### src/common/cdps_pkg.sv
package cdps_pkg;
   localparam int CDPS_AW = 10;
   localparam int CDPS_DW = 8;
   localparam int CDPS_NREG = 23;
   localparam int CDPS_NOUT = 4;
   // index of an unmapped address
   localparam logic [4:0] CDPS_IDX_NONE = 5'h1F;
   // printed offsets of the shadowed registers, in index order
   localparam logic [9:0] CDPS_ADDR_TBL [CDPS_NREG] = '{
      10'h0A0, 10'h0A1, 10'h0A2, 10'h0A3, 10'h0A4, 10'h0A5,
      10'h0A6, 10'h0A7, 10'h0A8, 10'h0A9, 10'h0AA, 10'h0AB,
      10'h199, 10'h19A, 10'h19B, 10'h19C,
      10'h19E, 10'h19F, 10'h1A0, 10'h1A1,
      10'h230, 10'h1A4, 10'h1A5};
   localparam int CDPS_IDX_OUT_BASE = 0;
   localparam int CDPS_IDX_DIV_BASE = 12;
   localparam int CDPS_IDX_DIV_STEP = 4;
   localparam int CDPS_IDX_DIST_CTL = 20;
   localparam int CDPS_IDX_DIV_CTL = 21;
   localparam logic [9:0] CDPS_ADDR_SERIAL_CFG = 10'h000;
   localparam logic [9:0] CDPS_ADDR_UPDATE = 10'h232;
   localparam logic [9:0] CDPS_ADDR_STATUS = 10'h1A6;
   localparam logic [7:0] CDPS_RESET_VAL = 8'h00;
   // field positions
   localparam int CDPS_SOFT_RST_BIT = 5;
   localparam int CDPS_SOFT_RST_MIRROR_BIT = 2;
   localparam int CDPS_UPDATE_BIT = 0;
   localparam int CDPS_SOFT_SYNC_BIT = 0;
   localparam int CDPS_DIST_PD_BIT = 1;
   localparam int CDPS_CTL_EXCLUDE_BIT = 0;
   localparam int CDPS_CTL_DCC_DIS_BIT = 1;
   localparam int CDPS_CTL_BYP1_BIT = 2;
   localparam int CDPS_CTL_BYP2_BIT = 3;
   localparam int CDPS_BYPASS_BIT = 0;
   localparam int CDPS_RAMP_CUR_LSB = 0;
   localparam int CDPS_RAMP_CAP_LSB = 3;
   localparam int CDPS_PHASE_SH_WEIGHT = 16;
   localparam int CDPS_PHASE_MAX_DIRECT = 15;
   localparam logic [10:0] CDPS_RAMP_STEP_UA = 11'd200;
   localparam logic [5:0] CDPS_FRACTION_MAX = 6'h2F;
   // sync release: 14 channel-divider input cycles plus one extra cycle
   localparam int CDPS_SYNC_BASE_CYC = 14;
   localparam int CDPS_SYNC_EXTRA_CYC = 1;
   localparam int CDPS_SYNC_LAT_CYC = CDPS_SYNC_BASE_CYC + CDPS_SYNC_EXTRA_CYC;
   // two synchroniser flops and one state step already spent
   localparam logic [3:0] CDPS_REL_LOAD = 4'(CDPS_SYNC_LAT_CYC - 3);
   typedef enum logic [2:0]
   {
      CDPS_ST_IDLE = 3'b001,
      CDPS_ST_HOLD = 3'b010,
      CDPS_ST_RELEASE = 3'b100
   } cdps_state_e;
endpackage : cdps_pkg

### src/core/cdps_top.sv
`timescale 1ns/1ps
// Behaviour
// - duty correction gives 50% odd and even
// - stage phase from start-high and offset
// - second stages and divider four fields
// - phase value weights start-high by sixteen
// - phase delay per case, stages add
// - per-output ramp, fraction and bypass fields
// - ramp current and capacitor count
// - fine delay from range, fraction, offset
// - excessive delay stops that output
// - hold outputs static, release together
// - soft sync, soft reset, distribution power-down
// - power-up, reset pin, sleep pin sync
// - calibration holds sync until done
// - fifteen cycles from pin release
// - one cycle release uncertainty tolerated
// - soft sync acts after update write
// - static level from start-high bit
// - outputs sharing a divider sync together
// - excluded channel keeps toggling
// - soft reset bits written, then cleared
module cdps_top
   import cdps_pkg::*;
(
   // clock and reset
   input wire logic sys_clk,
   input wire logic rst_n,
   // register port
   input wire logic [cdps_pkg::CDPS_AW-1:0] reg_addr,
   input wire logic [cdps_pkg::CDPS_DW-1:0] reg_wdata,
   input wire logic reg_wr,
   input wire logic reg_rd,
   output logic [cdps_pkg::CDPS_DW-1:0] reg_rdata,
   // sync sources
   input wire logic sync_pin_n,
   input wire logic sleep_pin_n,
   input wire logic vco_cal_busy,
   // fine delay analog side
   input wire logic [cdps_pkg::CDPS_NOUT-1:0] delay_over_half,
   output logic [cdps_pkg::CDPS_NOUT-1:0] delay_bypass,
   output logic [cdps_pkg::CDPS_NOUT*11-1:0] ramp_current_ua,
   output logic [cdps_pkg::CDPS_NOUT*3-1:0] ramp_cap_count,
   output logic [cdps_pkg::CDPS_NOUT*6-1:0] delay_fraction,
   // clock outputs a to d
   output logic [cdps_pkg::CDPS_NOUT-1:0] lvds_cmos_output,
   output logic [cdps_pkg::CDPS_NOUT-1:0] half_cycle_ext,
   output logic sync_active
);
   function automatic logic [4:0] cdps_reg_idx(input logic [9:0] addr);
      logic [4:0] idx;
      idx = CDPS_IDX_NONE;
      for (int i = 0; i < CDPS_NREG; i++)
      begin
         if (addr == CDPS_ADDR_TBL[i])
         begin
            idx = 5'(i);
         end
      end
      return idx;
   endfunction : cdps_reg_idx

   function automatic logic [2:0] cdps_zero_count(input logic [2:0] caps);
      return 3'({2'b00, ~caps[0]} + {2'b00, ~caps[1]} + {2'b00, ~caps[2]});
   endfunction : cdps_zero_count

   logic [7:0] shd_reg [CDPS_NREG];
   logic [7:0] act_reg [CDPS_NREG];
   logic [7:0] serial_cfg_reg;
   logic [7:0] rdata_reg;
   logic [7:0] rdata_next;
   logic pin_s1_reg;
   logic pin_s2_reg;
   logic por_reg;
   logic in_lvl_reg;
   logic [3:0] rel_cnt_reg;
   logic [3:0] rel_cnt_next;
   cdps_state_e state_reg;
   cdps_state_e state_next;
   logic [CDPS_NOUT-1:0] out_reg;
   logic [CDPS_NOUT-1:0] stop_reg;
   wire logic [4:0] wr_idx;
   wire logic [4:0] rd_idx;
   wire logic upd_wr;
   wire logic cfg_wr;
   wire logic soft_rst;
   wire logic sync_src;
   wire logic hold_all;
   wire logic [1:0] div_level;
   wire logic [1:0] div_ext;
   wire logic [1:0] div_excl;

   assign wr_idx = cdps_reg_idx(reg_addr);
   assign rd_idx = cdps_reg_idx(reg_addr);
   assign upd_wr = reg_wr && (reg_addr == CDPS_ADDR_UPDATE) && reg_wdata[CDPS_UPDATE_BIT];
   assign cfg_wr = reg_wr && (reg_addr == CDPS_ADDR_SERIAL_CFG);
   // either mirrored bit holds soft reset, no update needed
   assign soft_rst = serial_cfg_reg[CDPS_SOFT_RST_BIT] | serial_cfg_reg[CDPS_SOFT_RST_MIRROR_BIT];

   // shadow on write, active on update
   generate
      for (genvar r = 0; r < CDPS_NREG; r++)
      begin : g_reg
         always_ff @(posedge sys_clk or negedge rst_n)
         begin
            if (!rst_n)
            begin
               shd_reg[r] <= CDPS_RESET_VAL;
               act_reg[r] <= CDPS_RESET_VAL;
            end
            else if (soft_rst)
            begin
               shd_reg[r] <= CDPS_RESET_VAL;
               act_reg[r] <= CDPS_RESET_VAL;
            end
            else
            begin
               if (reg_wr && wr_idx == 5'(r))
               begin
                  shd_reg[r] <= reg_wdata;
               end
               // soft sync bit moves only on update or soft reset
               if (upd_wr)
               begin
                  act_reg[r] <= shd_reg[r];
               end
            end
         end
      end
   endgenerate

   always_ff @(posedge sys_clk or negedge rst_n)
   begin
      if (!rst_n)
      begin
         serial_cfg_reg <= CDPS_RESET_VAL;
      end
      else if (cfg_wr)
      begin
         serial_cfg_reg <= reg_wdata;
      end
   end

   always_comb
   begin
      rdata_next = 8'h00;
      if (rd_idx != CDPS_IDX_NONE)
      begin
         rdata_next = shd_reg[rd_idx];
      end
      else if (reg_addr == CDPS_ADDR_SERIAL_CFG)
      begin
         rdata_next = serial_cfg_reg;
      end
      else if (reg_addr == CDPS_ADDR_STATUS)
      begin
         rdata_next = {2'b00, stop_reg, pin_s2_reg, hold_all};
      end
   end

   always_ff @(posedge sys_clk or negedge rst_n)
   begin
      if (!rst_n)
      begin
         rdata_reg <= 8'h00;
      end
      else if (reg_rd)
      begin
         rdata_reg <= rdata_next;
      end
      else
      begin
         rdata_reg <= 8'h00;
      end
   end
   assign reg_rdata = rdata_reg;

   always_ff @(posedge sys_clk or negedge rst_n)
   begin
      if (!rst_n)
      begin
         pin_s1_reg <= 1'b1;
         pin_s2_reg <= 1'b1;
         por_reg <= 1'b1;
         in_lvl_reg <= 1'b0;
      end
      else
      begin
         pin_s1_reg <= sync_pin_n;
         pin_s2_reg <= pin_s1_reg;
         // one power-up sync after reset release
         por_reg <= 1'b0;
         in_lvl_reg <= ~in_lvl_reg;
      end
   end

   assign sync_src = ~pin_s2_reg | act_reg[CDPS_IDX_DIST_CTL][CDPS_SOFT_SYNC_BIT]
      | act_reg[CDPS_IDX_DIST_CTL][CDPS_DIST_PD_BIT] | soft_rst | ~sleep_pin_n | vco_cal_busy | por_reg;

   always_comb
   begin
      state_next = state_reg;
      rel_cnt_next = rel_cnt_reg;
      case (state_reg)
         CDPS_ST_IDLE:
         begin
            if (sync_src)
            begin
               state_next = CDPS_ST_HOLD;
            end
         end
         CDPS_ST_HOLD:
         begin
            if (!sync_src)
            begin
               state_next = CDPS_ST_RELEASE;
               rel_cnt_next = CDPS_REL_LOAD;
            end
         end
         CDPS_ST_RELEASE:
         begin
            if (sync_src)
            begin
               state_next = CDPS_ST_HOLD;
            end
            else if (rel_cnt_reg == 4'h0)
            begin
               state_next = CDPS_ST_IDLE;
            end
            else
            begin
               rel_cnt_next = rel_cnt_reg - 4'h1;
            end
         end
         default:
         begin
            state_next = CDPS_ST_HOLD;
         end
      endcase
   end

   always_ff @(posedge sys_clk or negedge rst_n)
   begin
      if (!rst_n)
      begin
         state_reg <= CDPS_ST_HOLD;
         rel_cnt_reg <= 4'h0;
      end
      else
      begin
         state_reg <= state_next;
         rel_cnt_reg <= rel_cnt_next;
      end
   end

   // one hold for all channels not excluded, common release
   assign hold_all = (state_reg != CDPS_ST_IDLE);
   assign sync_active = hold_all;

   generate
      for (genvar d = 0; d < 2; d++)
      begin : g_div
         localparam int BASE = CDPS_IDX_DIV_BASE + d * CDPS_IDX_DIV_STEP;
         wire logic [7:0] ctl = act_reg[CDPS_IDX_DIV_CTL + d];
         wire logic div_hold;
         wire logic lvl1;
         wire logic tick1;
         wire logic ext1;
         wire logic ext2;
         assign div_excl[d] = ctl[CDPS_CTL_EXCLUDE_BIT];
         assign div_hold = hold_all & ~div_excl[d];
         cdps_stage u_first
         (
            .sys_clk(sys_clk),
            .rst_n(rst_n),
            .in_ce(1'b1),
            .in_level(in_lvl_reg),
            .hold(div_hold),
            .bypass(ctl[CDPS_CTL_BYP1_BIT]),
            .dcc_on(~ctl[CDPS_CTL_DCC_DIS_BIT]),
            .low_cnt(act_reg[BASE][7:4]),
            .high_cnt(act_reg[BASE][3:0]),
            .initial_level_high(act_reg[BASE + 3][0]),
            .coarse_phase_value(act_reg[BASE + 1][3:0]),
            .out_level(lvl1),
            .out_tick(tick1),
            .half_ext(ext1)
         );
         // second stage delay adds in its input periods
         cdps_stage u_second
         (
            .sys_clk(sys_clk),
            .rst_n(rst_n),
            .in_ce(tick1),
            .in_level(lvl1),
            .hold(div_hold),
            .bypass(ctl[CDPS_CTL_BYP2_BIT]),
            .dcc_on(~ctl[CDPS_CTL_DCC_DIS_BIT]),
            .low_cnt(act_reg[BASE + 2][7:4]),
            .high_cnt(act_reg[BASE + 2][3:0]),
            .initial_level_high(act_reg[BASE + 3][1]),
            .coarse_phase_value(act_reg[BASE + 1][7:4]),
            .out_level(div_level[d]),
            .out_tick(),
            .half_ext(ext2)
         );
         assign div_ext[d] = ctl[CDPS_CTL_BYP2_BIT] ? ext1 : ext2;
      end
   endgenerate

   generate
      for (genvar o = 0; o < CDPS_NOUT; o++)
      begin : g_out
         localparam int OB = CDPS_IDX_OUT_BASE + 3 * o;
         wire logic [2:0] cur_code = act_reg[OB + 1][CDPS_RAMP_CUR_LSB +: 3];
         assign delay_bypass[o] = act_reg[OB][CDPS_BYPASS_BIT];
         assign ramp_current_ua[o*11 +: 11] = 11'(CDPS_RAMP_STEP_UA * ({8'h00, cur_code} + 11'd1));
         assign ramp_cap_count[o*3 +: 3] =
            3'(cdps_zero_count(act_reg[OB + 1][CDPS_RAMP_CAP_LSB +: 3]) + 3'h1);
         // analog delay uses range, fraction/63, offset
         assign delay_fraction[o*6 +: 6] = act_reg[OB + 2][5:0];

         // divider pair drives outputs, stalled when too long
         always_ff @(posedge sys_clk or negedge rst_n)
         begin
            if (!rst_n)
            begin
               out_reg[o] <= 1'b0;
               stop_reg[o] <= 1'b0;
            end
            else
            begin
               stop_reg[o] <= delay_over_half[o] & ~act_reg[OB][CDPS_BYPASS_BIT];
               if (!(delay_over_half[o] && !act_reg[OB][CDPS_BYPASS_BIT]))
               begin
                  out_reg[o] <= div_level[o / 2];
               end
            end
         end
         assign half_cycle_ext[o] = div_ext[o / 2];
      end
   endgenerate
   assign lvds_cmos_output = out_reg;
endmodule : cdps_top

### src/core/cdps_stage.sv
`timescale 1ns/1ps
module cdps_stage
   import cdps_pkg::*;
(
   // clock and reset
   input wire logic sys_clk,
   input wire logic rst_n,
   // input clock of this stage
   input wire logic in_ce,
   input wire logic in_level,
   // settings
   input wire logic hold,
   input wire logic bypass,
   input wire logic dcc_on,
   input wire logic [3:0] low_cnt,
   input wire logic [3:0] high_cnt,
   input wire logic initial_level_high,
   input wire logic [3:0] coarse_phase_value,
   // divided clock
   output logic out_level,
   output logic out_tick,
   output logic half_ext
);
   logic lvl_reg;
   logic lvl_next;
   logic wait_reg;
   logic wait_next;
   logic [4:0] cnt_reg;
   logic [4:0] cnt_next;
   wire logic [4:0] phase_val;
   wire logic [4:0] start_dly;
   wire logic cnt_zero;

   assign phase_val = {initial_level_high, coarse_phase_value};
   assign start_dly = (phase_val <= 5'(CDPS_PHASE_MAX_DIRECT)) ? phase_val :
      5'(phase_val - 5'(CDPS_PHASE_SH_WEIGHT) + {1'b0, low_cnt} + 5'h01);
   assign cnt_zero = (cnt_reg == 5'h00);
   // odd divide gets a half-cycle falling-edge shift
   assign half_ext = dcc_on & ~bypass & (low_cnt[0] ^ high_cnt[0]);
   // bypassed stage passes its input unchanged
   assign out_level = bypass ? in_level : lvl_reg;
   assign out_tick = bypass ? in_ce : (in_ce & ~hold & ~wait_reg & cnt_zero & ~lvl_reg);

   always_comb
   begin
      lvl_next = lvl_reg;
      wait_next = wait_reg;
      cnt_next = cnt_reg;
      if (hold)
      begin
         lvl_next = initial_level_high;
         wait_next = 1'b1;
         cnt_next = start_dly;
      end
      else if (in_ce && wait_reg)
      begin
         if (cnt_zero)
         begin
            wait_next = 1'b0;
            lvl_next = 1'b1;
            cnt_next = {1'b0, high_cnt};
         end
         else
         begin
            cnt_next = cnt_reg - 5'h01;
         end
      end
      else if (in_ce)
      begin
         // high for N+1, low for M+1 periods
         if (cnt_zero)
         begin
            lvl_next = ~lvl_reg;
            cnt_next = lvl_reg ? {1'b0, low_cnt} : {1'b0, high_cnt};
         end
         else
         begin
            cnt_next = cnt_reg - 5'h01;
         end
      end
   end

   always_ff @(posedge sys_clk or negedge rst_n)
   begin
      if (!rst_n)
      begin
         lvl_reg <= 1'b0;
         wait_reg <= 1'b1;
         cnt_reg <= 5'h00;
      end
      else
      begin
         lvl_reg <= lvl_next;
         wait_reg <= wait_next;
         cnt_reg <= cnt_next;
      end
   end
endmodule : cdps_stage

### config.mk
export PLATFORM = sky130hd
export DESIGN_NAME = cdps_top
export DESIGN_NICKNAME = d
export VERILOG_FILES = /design/src/common/cdps_pkg.sv /design/src/core/cdps_top.sv /design/src/core/cdps_stage.sv
export SDC_FILE = /design/constraint.sdc
export NUM_CORES = 1
export LEC_CHECK = 0
export BUFFER_PORTS_ARGS = -buffer_cell sky130_fd_sc_hd__buf_2
export CAP_MARGIN = 20
export CORE_MARGIN = 4
export CORE_UTILIZATION = 30
export CTS_CLUSTER_DIAMETER = 100
export CTS_CLUSTER_SIZE = 20
export DETAILED_ROUTE_END_ITERATION = 7
export PLACE_DENSITY = 0.5
export SYNTH_ARGS = -nofsm -noshare
export SYNTH_HDL_FRONTEND = slang
export SYNTH_HIERARCHICAL = 1
export SYNTH_SLANG_ARGS = --single-unit
### constraint.sdc
create_clock -name sys_clk -period 2.1 [get_ports sys_clk]
set_input_delay 0.105 -clock sys_clk [delete_from_list [all_inputs] [get_ports sys_clk]]
set_output_delay 0.105 -clock sys_clk [all_outputs]
set_load 0.05 [all_outputs]
==> results.yml, run 1 <==
routing:
  ant_nets: 0
  viasPerCell: 5.162
  highest_layer: "met4"
  wl_met2_um: 31160
  routed-wl-met3_um: 3838
  wl_met1_um: 31070
  wire_per_inst_um: 20.36
  drt_pass1_iterations: 7
  totalWireLength_um: 67590
  drc: 0
  vias: 17130
  drt_iter0_markers: 1448
floorplanning:
  die_w_um: 264.1
  fp.dieArea_mm2: 0.06973
  core_area_mm2: 0.06470
  rows: 93
  pin_count: 130
  initial_core_util_pct: 30.41
  chipHeight_um: 264.1
setup_path:
  slowest_stage: "fa_2"
  path_buf_inv: 4
  cpPeakStageDelay_ps: 560
  crit_fanout: 3
  cp_num_cells: 7
  critPathRequiredTime_ps: 2000
  regToRegSetupSlack_ps: -200
  r2r_cells: 11
  crit_family: "adder cells"
  start_kind: "register"
  path_class: "register to primary output"
  end_kind: "primary output"
  cp.arrival_ps: 2520
  crit_chain: "buf_6 -> clkinvlp_4 -> ha_4 -> clkinvlp_4 -> ha_4 -> fa_2 -> buf_8"
outcome:
  status: "complete, but fails checks"
  violations: "negative setup slack"
timing:
  worst_pin_slew_ps: 920.5
  finClkSkew_ps: 21.02
  fin_ws_ps: -523.2
  rsz0062_at_grt: "true"
  fin_crit_sh_pct: 124.9
  fmax_ghz: 0.3812
  max_slew_margin_pct: 38.63
  finalHoldViolCount: 0
  final-max-slew-violation-count: 0
  min_period_ps: 2623
  worst_hold_slack_ps: 50.89
  setup_violations: 26
  tns_ps: -6100
grt:
  antenna_found_initial: 4
  grt_pass1_vias: 17330
  grt_max_degree: 161
  overflow: 0
  grt_usage_pct: 18.77
  grt_first_pass_wirelength_um: 104800
cells_and_area:
  syn_to_final_growth_pct: 32.67
  final_cell_area_mm2: 0.02610
  layout-drive-gt1-share_pct: 29.52
  fin_cells: 3319
  largest_reg_flops: 184
  fillers: 6465
  fin_nets: 2539
cts:
  cts.sinks: 361
  cts_buffer_depth: 3
  clk_pin_slew_ps: 90
  h-tree-depth: 1
  numCtsBuffers: 22
  clk_latency_ps: 550
  cts_tree: "built"
  root_buffer: "clkbuf_16"
place:
  numPortBuffers: 117
  hpwl_um: 47550
  place_ws_ps: -889.2
  place_area_mm2: 0.02345
  place_inst: 3216
  place_congestion: 0.8789
hold_path:
  min_path_cells: 4
  hold_class: "input port to register"
yosys:
  ys_warn_count: 6
  synthCells: 2171
  synth_area_mm2: 0.01967
  synth_area_per_cell_um2: 9.061
power_and_ir_drop:
  pwr_density_cell_mw_per_mm2: 489.4
  ir_drop_v: 0.0004292
  p_leak_nw: 11.46
job:
  drv_cap: 0
-- final cells by class --
| cell class | count | area (µm²) | area share [%] |
|---|---|---|---|
| multi-input cells | 1556 | 11200 | 42.93 |
| well taps | 855 | 1070 | 4.099 |
| flip-flops and latches | 361 | 9046 | 34.66 |
| clock inverters | 3 | 48.80 | 0.1870 |
| diodes | 1 | 2.502 | 0.009588 |
| inverters | 82 | 337.8 | 1.294 |
| clock buffers | 37 | 628.1 | 2.407 |
| repair buffers | 424 | 3761 | 14.41 |
-- worst reg2reg max path, cell delays in order, from the launching register on --
cell	delay, ps
dfstp_2	570
nor3b_4	50
buf_12	140
nor2_4	160
nor4_2	60
o21a_2	220
buf_6	120
a21boi_4	200
buf_4	150
mux2_4	290
o21ai_2	140
a22oi_2	70
-- power breakdown --
part | internal [W] | switching, W | total (W)
combinational | 0.000336 | 0.000683 | 0.00102
clock | 0.00220 | 0.00249 | 0.00469
sequential | 0.00701 | 0.0000564 | 0.00706
-- per-layer routing --
layer  GRT usage [%]  vias up
li1                -     8043
met1           27.13     8539
met2           29.68      473
met3           2.980       77
met4           4.412        0
met5               0        -
-- worst paths after layout --
| path | start | endpoint |
|---|---|---|
| worst max-delay path | act_reg[168]$_DFFE_PN0P_ | ramp_current_ua[8] |
| worst min-delay path | sleep_pin_n | state_reg[1]$_DFFE_PN1P_ |
| worst max register to register | state_reg[1]$_DFFE_PN1P_ | g_div[0].u_second/cnt_reg[2]$_DFFE_PN0P_ |
| worst min register to register | pin_s1_reg$_DFF_PN1_ | pin_s2_reg$_DFF_PN1_ |
| max in group asynchronous | rst_n | g_div[0].u_first/wait_reg$_DFFE_PN1P_ |
| min in group asynchronous | rst_n | g_div[1].u_first/cnt_reg[1]$_DFFE_PN0P_ |
-- what timing repair did --
item,4_1_cts,5_1_grt
gates resized for setup,169,136
hold buffers,8,0
hold endpoints to repair,368,0
gates cloned,1,5
buffers inserted,32,31
endpoints found under the setup margin,86,176
pin swaps,76,75
-- through the flow --
stage | total power, W | utilization [%]
5_1_grt | 0.01329 | 40.34
6_report | 0.01277 | 40.34
2_1_floorplan | 0.007629 | -
4_1_cts | 0.01289 | 38.96
3_3_place_gp | 0.008090 | 36.24
3_5_place_dp | 0.008097 | 36.24
-- cell usage in the layout (no fill, tap or decap), types with 10 or more instances in the layout --
cell type and n:
nor2b_1 15, buf_6 52, mux2i_1 116, nor2_2 14, clkbuf_16 28, nand3_1 34
buf_4 227, buf_2 87, a21oi_1 240, o21ai_0 117, o21ai_2 10, conb_1 18
xor2_4 11, nand2_1 379, nor2_4 15, a21oi_2 10, nor2_1 117, and3_1 11
o21ai_1 23, clkbuf_1 14, nand2b_1 13, dfrtp_1 351, inv_1 68, buf_12 34
ha_4 21, ha_1 34, mux2_2 26, or3_1 21, nor3_1 18
(Power assumes the default switching activity.)
==> inputs of run 2 (changes only) <==
- PLACE_DENSITY: 0.5 -> 0.48
- clock period: 2.1 -> 2.8 ns (I/O delays scaled with it)
==> results.yml, run 2 (synthesis results as in run 1) <==
floorplanning:
  die_w_um: 264.1
  rows: 93
  fp.dieArea_mm2: 0.06973
  pin_count: 130
  initial_core_util_pct: 30.41
  core_area_mm2: 0.06470
  chipHeight_um: 264.1
timing:
  finClkSkew_ps: 18.58
  finalHoldViolCount: 0
  max_slew_margin_pct: 39.28
  tns_ps: 0
  final-max-slew-violation-count: 0
  min_period_ps: 2699
  setup_violations: 0
  fmax_ghz: 0.3705
  fin_crit_sh_pct: 96.40
  rsz0062_at_grt: "true"
  worst_pin_slew_ps: 910.8
cells_and_area:
  fin_cells: 3196
  layout_commonest_cell: "nand2_1"
  final_cell_mix: "394 x nand2_1, 352 x dfrtp_1, 249 x a21oi_1, 154 x buf_4, 138 x nor2_1"
  layout-drive-gt1-share_pct: 18.20
  syn_to_final_growth_pct: 17.40
  fin_nets: 2417
  antenna_cells: 0
  fillers: 6733
  largest_reg_flops: 184
setup_path:
  path_buf_inv: 3
  crit_family: "adder cells"
  crit_fanout: 5
  start_kind: "register"
  cp.arrival_ps: 2560
  crit_chain: "ha_1 -> xor2_2 -> inv_1 -> ha_1 -> inv_1 -> ha_4 -> nand2_1 -> xnor2_2 -> buf_6"
  end_kind: "primary output"
  cpPeakStageDelay_ps: 420
  slowest_stage: "dfrtp_1"
  critPathRequiredTime_ps: 2660
  path_class: "register to primary output"
cts:
  root_buffer: "clkbuf_16"
  clk_pin_slew_ps: 90
  cts_tree: "built"
  cts_buffer_depth: 3
  clk_latency_ps: 560
  numCtsBuffers: 22
  h-tree-depth: 1
  cts.sinks: 361
power_and_ir_drop:
  pwr_density_cell_mw_per_mm2: 405.6
  netSwitchingPower_w: 0.002374
  power.total_w: 0.009367
  p_leak_nw: 10.52
  p_clk_share_pct: 36.5
  ir_drop_v: 0.0003281
  sw_frac_of_total_pct: 25.34
  p_comb_share_pct: 6.9
  p_seq_share_pct: 56.6
  p_int_w: 0.006994
routing:
  ant_nets: 0
  wire_per_inst_um: 20.19
  viasPerCell: 5.192
  vias: 16600
  drc: 0
  drt_iter0_markers: 1377
  drt_pass1_iterations: 8
  totalWireLength_um: 64540
outcome:
  status: "completed"
job:
  drv_cap: 0
grt:
  antenna_found_initial: 1
  grt_first_pass_wirelength_um: 101100
  grt_usage_pct: 17.98
  grt_max_degree: 163
  grt_pass1_vias: 16570
  overflow: 0
place:
  numPortBuffers: 117
  hpwl_um: 45570
  place_congestion: 0.8581
  place_inst: 3140
hold_path:
  hold_class: "input port to register"
-- run 2: power by group through the flow --
stage                     clock network (W)  registers [W]  logic (W)
after floorplan                           0        0.00539   0.000318
after global placement                    0        0.00540   0.000635
after detailed placement                  0        0.00540   0.000643
after CTS                           0.00354        0.00530   0.000655
after global routing                0.00372        0.00530   0.000711
final                               0.00342        0.00530   0.000651
-- run 2: routing by layer --
layer / GRT usage (%) / vias to the layer above / part of all wire, %
met5: 0 / - / 0.020
met4: 4.555 / 2 / 2.5
met3: 2.198 / 74 / 4.6
met2: 29.92 / 433 / 48
met1: 24.99 / 8312 / 45
li1: - / 7774 / -
-- run 2: path summary, 6_finish.rpt --
path / start / endpoint / slack (ps) / depth (start not counted)
hold / removal: sleep_pin_n / state_reg[0]$_DFFE_PN0P_ / 120 / 4
setup reg to reg: state_reg[0]$_DFFE_PN0P_ / g_div[1].u_second/cnt_reg[3]$_DFFE_PN0P_ / 190 / 9
setup / recovery: act_reg[168]$_DFFE_PN0P_ / ramp_current_ua[10] / 100 / 9
max in group asynchronous: rst_n / shd_reg[98]$_DFFE_PN0P_ / 1720 / 3
hold reg to reg: pin_s1_reg$_DFF_PN1_ / pin_s2_reg$_DFF_PN1_ / 360 / 0
min in group asynchronous: rst_n / g_div[0].u_second/cnt_reg[4]$_DFFE_PN0P_ / 170 / 2
-- run 2: metrics by stage --
step	hold WS [ps]	instance area (µm²)	utilization [%]	setup slack (ps)
detailed placement	175.7	22170	34.27	-346.9
CTS	97.78	22970	35.51	11.23
global route	151.8	23090	35.70	-35.11
finish	116.7	23090	35.70	100.7
global placement	173.1	22170	34.27	-381.0
floorplan	-155.6	19830	-	-119.3
-- run 2: area by class of cell --
type	count	area [µm²]	share of cell area [%]
Clock buffer	36	624.3	2.703
Clock inverter	4	26.28	0.1138
Inverter	82	307.8	1.333
Multi-Input combinational cell	1556	9667	41.86
Sequential cell	361	9045	39.16
Tap cell	855	1070	4.632
Timing Repair Buffer	302	2355	10.20
-- run 2: worst reg2reg max path: stages, from the launching register on --
cell and delay [ps]:
dfrtp_1 410, nor3b_1 340, buf_4 250, nor2_1 80, nor4_1 300, o21a_2 300
nor4b_2 300, a311oi_1 100, a211oi_1 300, o22a_1 170
-- run 2: repair_timing --
action / in CTS / in global routing
pin swaps: 1 / 2
setup endpoints to repair: 8 / 13
gates resized for setup: 13 / 20
buffers inserted: 2 / 5
hold buffers: 9 / 0
endpoints found under the hold margin: 82 / 0
==> inputs of run 3 (changes only) <==
- clock period: 2.8 -> 2.6 ns (I/O delays scaled with it)
==> results.yml, run 3 (synthesis results as in run 1) <==
floorplanning:
  pin_count: 130
  die_w_um: 264.1
  fp.dieArea_mm2: 0.06973
  initial_core_util_pct: 30.41
  core_area_mm2: 0.06470
  chipHeight_um: 264.1
  rows: 93
cts:
  numCtsBuffers: 22
  clk_latency_ps: 560
  cts_buffer_depth: 3
  h-tree-depth: 1
  cts_tree: "built"
  clk_pin_slew_ps: 90
  root_buffer: "clkbuf_16"
  cts.sinks: 361
routing:
  drt_pass1_iterations: 5
  ant_nets: 0
  viasPerCell: 5.117
  totalWireLength_um: 64610
  vias: 16770
  drt_iter0_markers: 1367
  drc: 0
  wire_per_inst_um: 19.71
setup_path:
  regToRegSetupSlack_ps: 160
  crit_fanout: 3
  critPathRequiredTime_ps: 2470
  start_kind: "register"
  r2r_cells: 9
  reg2reg_to: "g_div[0].u_second/cnt_reg[3]$_DFFE_PN0P_"
  slowest_stage: "dfrtp_1"
  end_kind: "primary output"
  cpPeakStageDelay_ps: 410
  crit_chain: "buf_6 -> clkinvlp_4 -> ha_4 -> clkinvlp_4 -> ha_4 -> fa_2 -> xor2_4 -> buf_6"
  path_class: "register to primary output"
  cp.arrival_ps: 2540
  r2r_start: "state_reg[1]$_DFFE_PN1P_"
power_and_ir_drop:
  netSwitchingPower_w: 0.002576
  p_comb_share_pct: 7.2
  ir_drop_v: 0.0003852
  p_int_w: 0.007606
  p_seq_share_pct: 56.0
  p_leak_nw: 10.98
  pwr_density_cell_mw_per_mm2: 417.1
  sw_frac_of_total_pct: 25.30
  p_clk_share_pct: 36.8
timing:
  fin_crit_sh_pct: 102.9
  worst_pin_slew_ps: 865.9
  finalHoldViolCount: 0
  min_period_ps: 2675
  rsz0062_at_grt: "true"
  fmax_ghz: 0.3739
  setup_violations: 6
  tns_ps: -189.2
  max_slew_margin_pct: 42.28
  worst_hold_slack_ps: 56.84
  final-max-slew-violation-count: 0
  finClkSkew_ps: 26.74
  fin_ws_ps: -74.51
grt:
  antenna_found_initial: 2
  grt_first_pass_wirelength_um: 101600
  overflow: 0
  top_usage_layer: "met2"
  grt_usage_pct: 18.02
  grt_pass1_vias: 16810
  grtUsageMet3_pct: 1.639
  use_met2_pct: 28.49
  use_met1_pct: 27.09
  grt_max_degree: 152
job:
  drv_cap: 0
cells_and_area:
  layout_commonest_cell: "nand2_1"
  fin_cells: 3277
  multiInputGateArea_mm2: 0.01017
  largest_reg_flops: 184
  layout-drive-gt1-share_pct: 23.04
  syn_to_final_growth_pct: 24.09
  final_cell_mix: "390 x nand2_1, 352 x dfrtp_1, 249 x a21oi_1, 216 x buf_4, 134 x nor2_1"
  seqCellArea_mm2: 0.009045
  fillers: 6594
  antenna_cells: 0
  fin_nets: 2498
outcome:
  violations: "negative setup slack"
  status: "complete, but fails checks"
place:
  numPortBuffers: 117
  place_congestion: 0.8739
  place_inst: 3197
  hpwl_um: 45930
hold_path:
  hold_class: "input port to asynchronous set/reset pin"
[run 3: cell types whose count changed in the layout (fill, tap and decap cells not counted), moves of 6 or more]
cell / change
buf_4: +62
inv_2: +6
ha_4: +15
buf_6: +10
xor2_4: +10
xor2_2: -8
buf_12: +10
inv_1: -12
ha_1: -17
[run 3: layout make-up]
cell class	instances	share of cell area [%]
multi-input cells	1556	41.65
flip-flops and latches	361	37.05
repair buffers	383	12.83
well taps	855	4.382
clock buffers	37	2.655
inverters	82	1.353
clock inverters	3	0.07688
[run 3: critical path, delay by kind of cell (launching register included)]
| family | cells | cell delay [ps] |
|---|---|---|
| fa+ha+maj | 3 | 900 |
| buf+inv | 4 | 520 |
| flops | 1 | 410 |
| xor+xnor | 1 | 160 |
[run 3: worst max-delay path by stage]
stage	slack, ps	start	to
CTS	-110	act_reg[168]$_DFFE_PN0P_	ramp_current_ua[9]
floorplan	-3	act_reg[144]$_DFFE_PN0P_	ramp_current_ua[20]
detailed placement	-820	reg_addr[8]	reg_rdata[0]$_DFF_PN0_
global route	-180	act_reg[96]$_DFFE_PN0P_	ramp_current_ua[42]
finish	-70	act_reg[96]$_DFFE_PN0P_	ramp_current_ua[42]
global placement	-730	reg_addr[8]	reg_rdata[0]$_DFF_PN0_
[run 3: through the flow]
step                      total power (W)  utilization [%]  setup slack [ps]  area, µm²
after CTS                         0.01031            37.33            -105.7      24150
final                             0.01018            37.73            -74.51      24410
after global placement           0.006516            35.51            -732.5      22980
after floorplan                  0.006144                -            -3.074      20100
after global routing              0.01056            37.73            -181.2      24410
after detailed placement         0.006520            35.51            -819.1      22980
[run 3: what timing repair did]
action | in CTS | in global routing
endpoints found under the hold margin | 367 | 0
pin swaps | 16 | 18
endpoints found under the setup margin | 14 | 42
gates cloned | 0 | 0
resized for setup | 50 | 39
hold buffers | 9 | 0
setup buffers | 24 | 7
[run 3: routing by layer]
layer,wire length [µm],share of wire (%)
met5,0,0
met4,1289,2.0
met3,2449,3.8
met2,29640,46
met1,31230,48
[run 3: power by group through the flow]
| stage | logic, W | clock network (W) | registers, W |
|---|---|---|---|
| 2_1_floorplan | 0.000344 | 0 | 0.00580 |
| 3_3_place_gp | 0.000702 | 0 | 0.00581 |
| 3_5_place_dp | 0.000707 | 0 | 0.00581 |
| 4_1_cts | 0.000727 | 0.00388 | 0.00570 |
| 5_1_grt | 0.000800 | 0.00405 | 0.00571 |
| 6_report | 0.000730 | 0.00375 | 0.00570 |
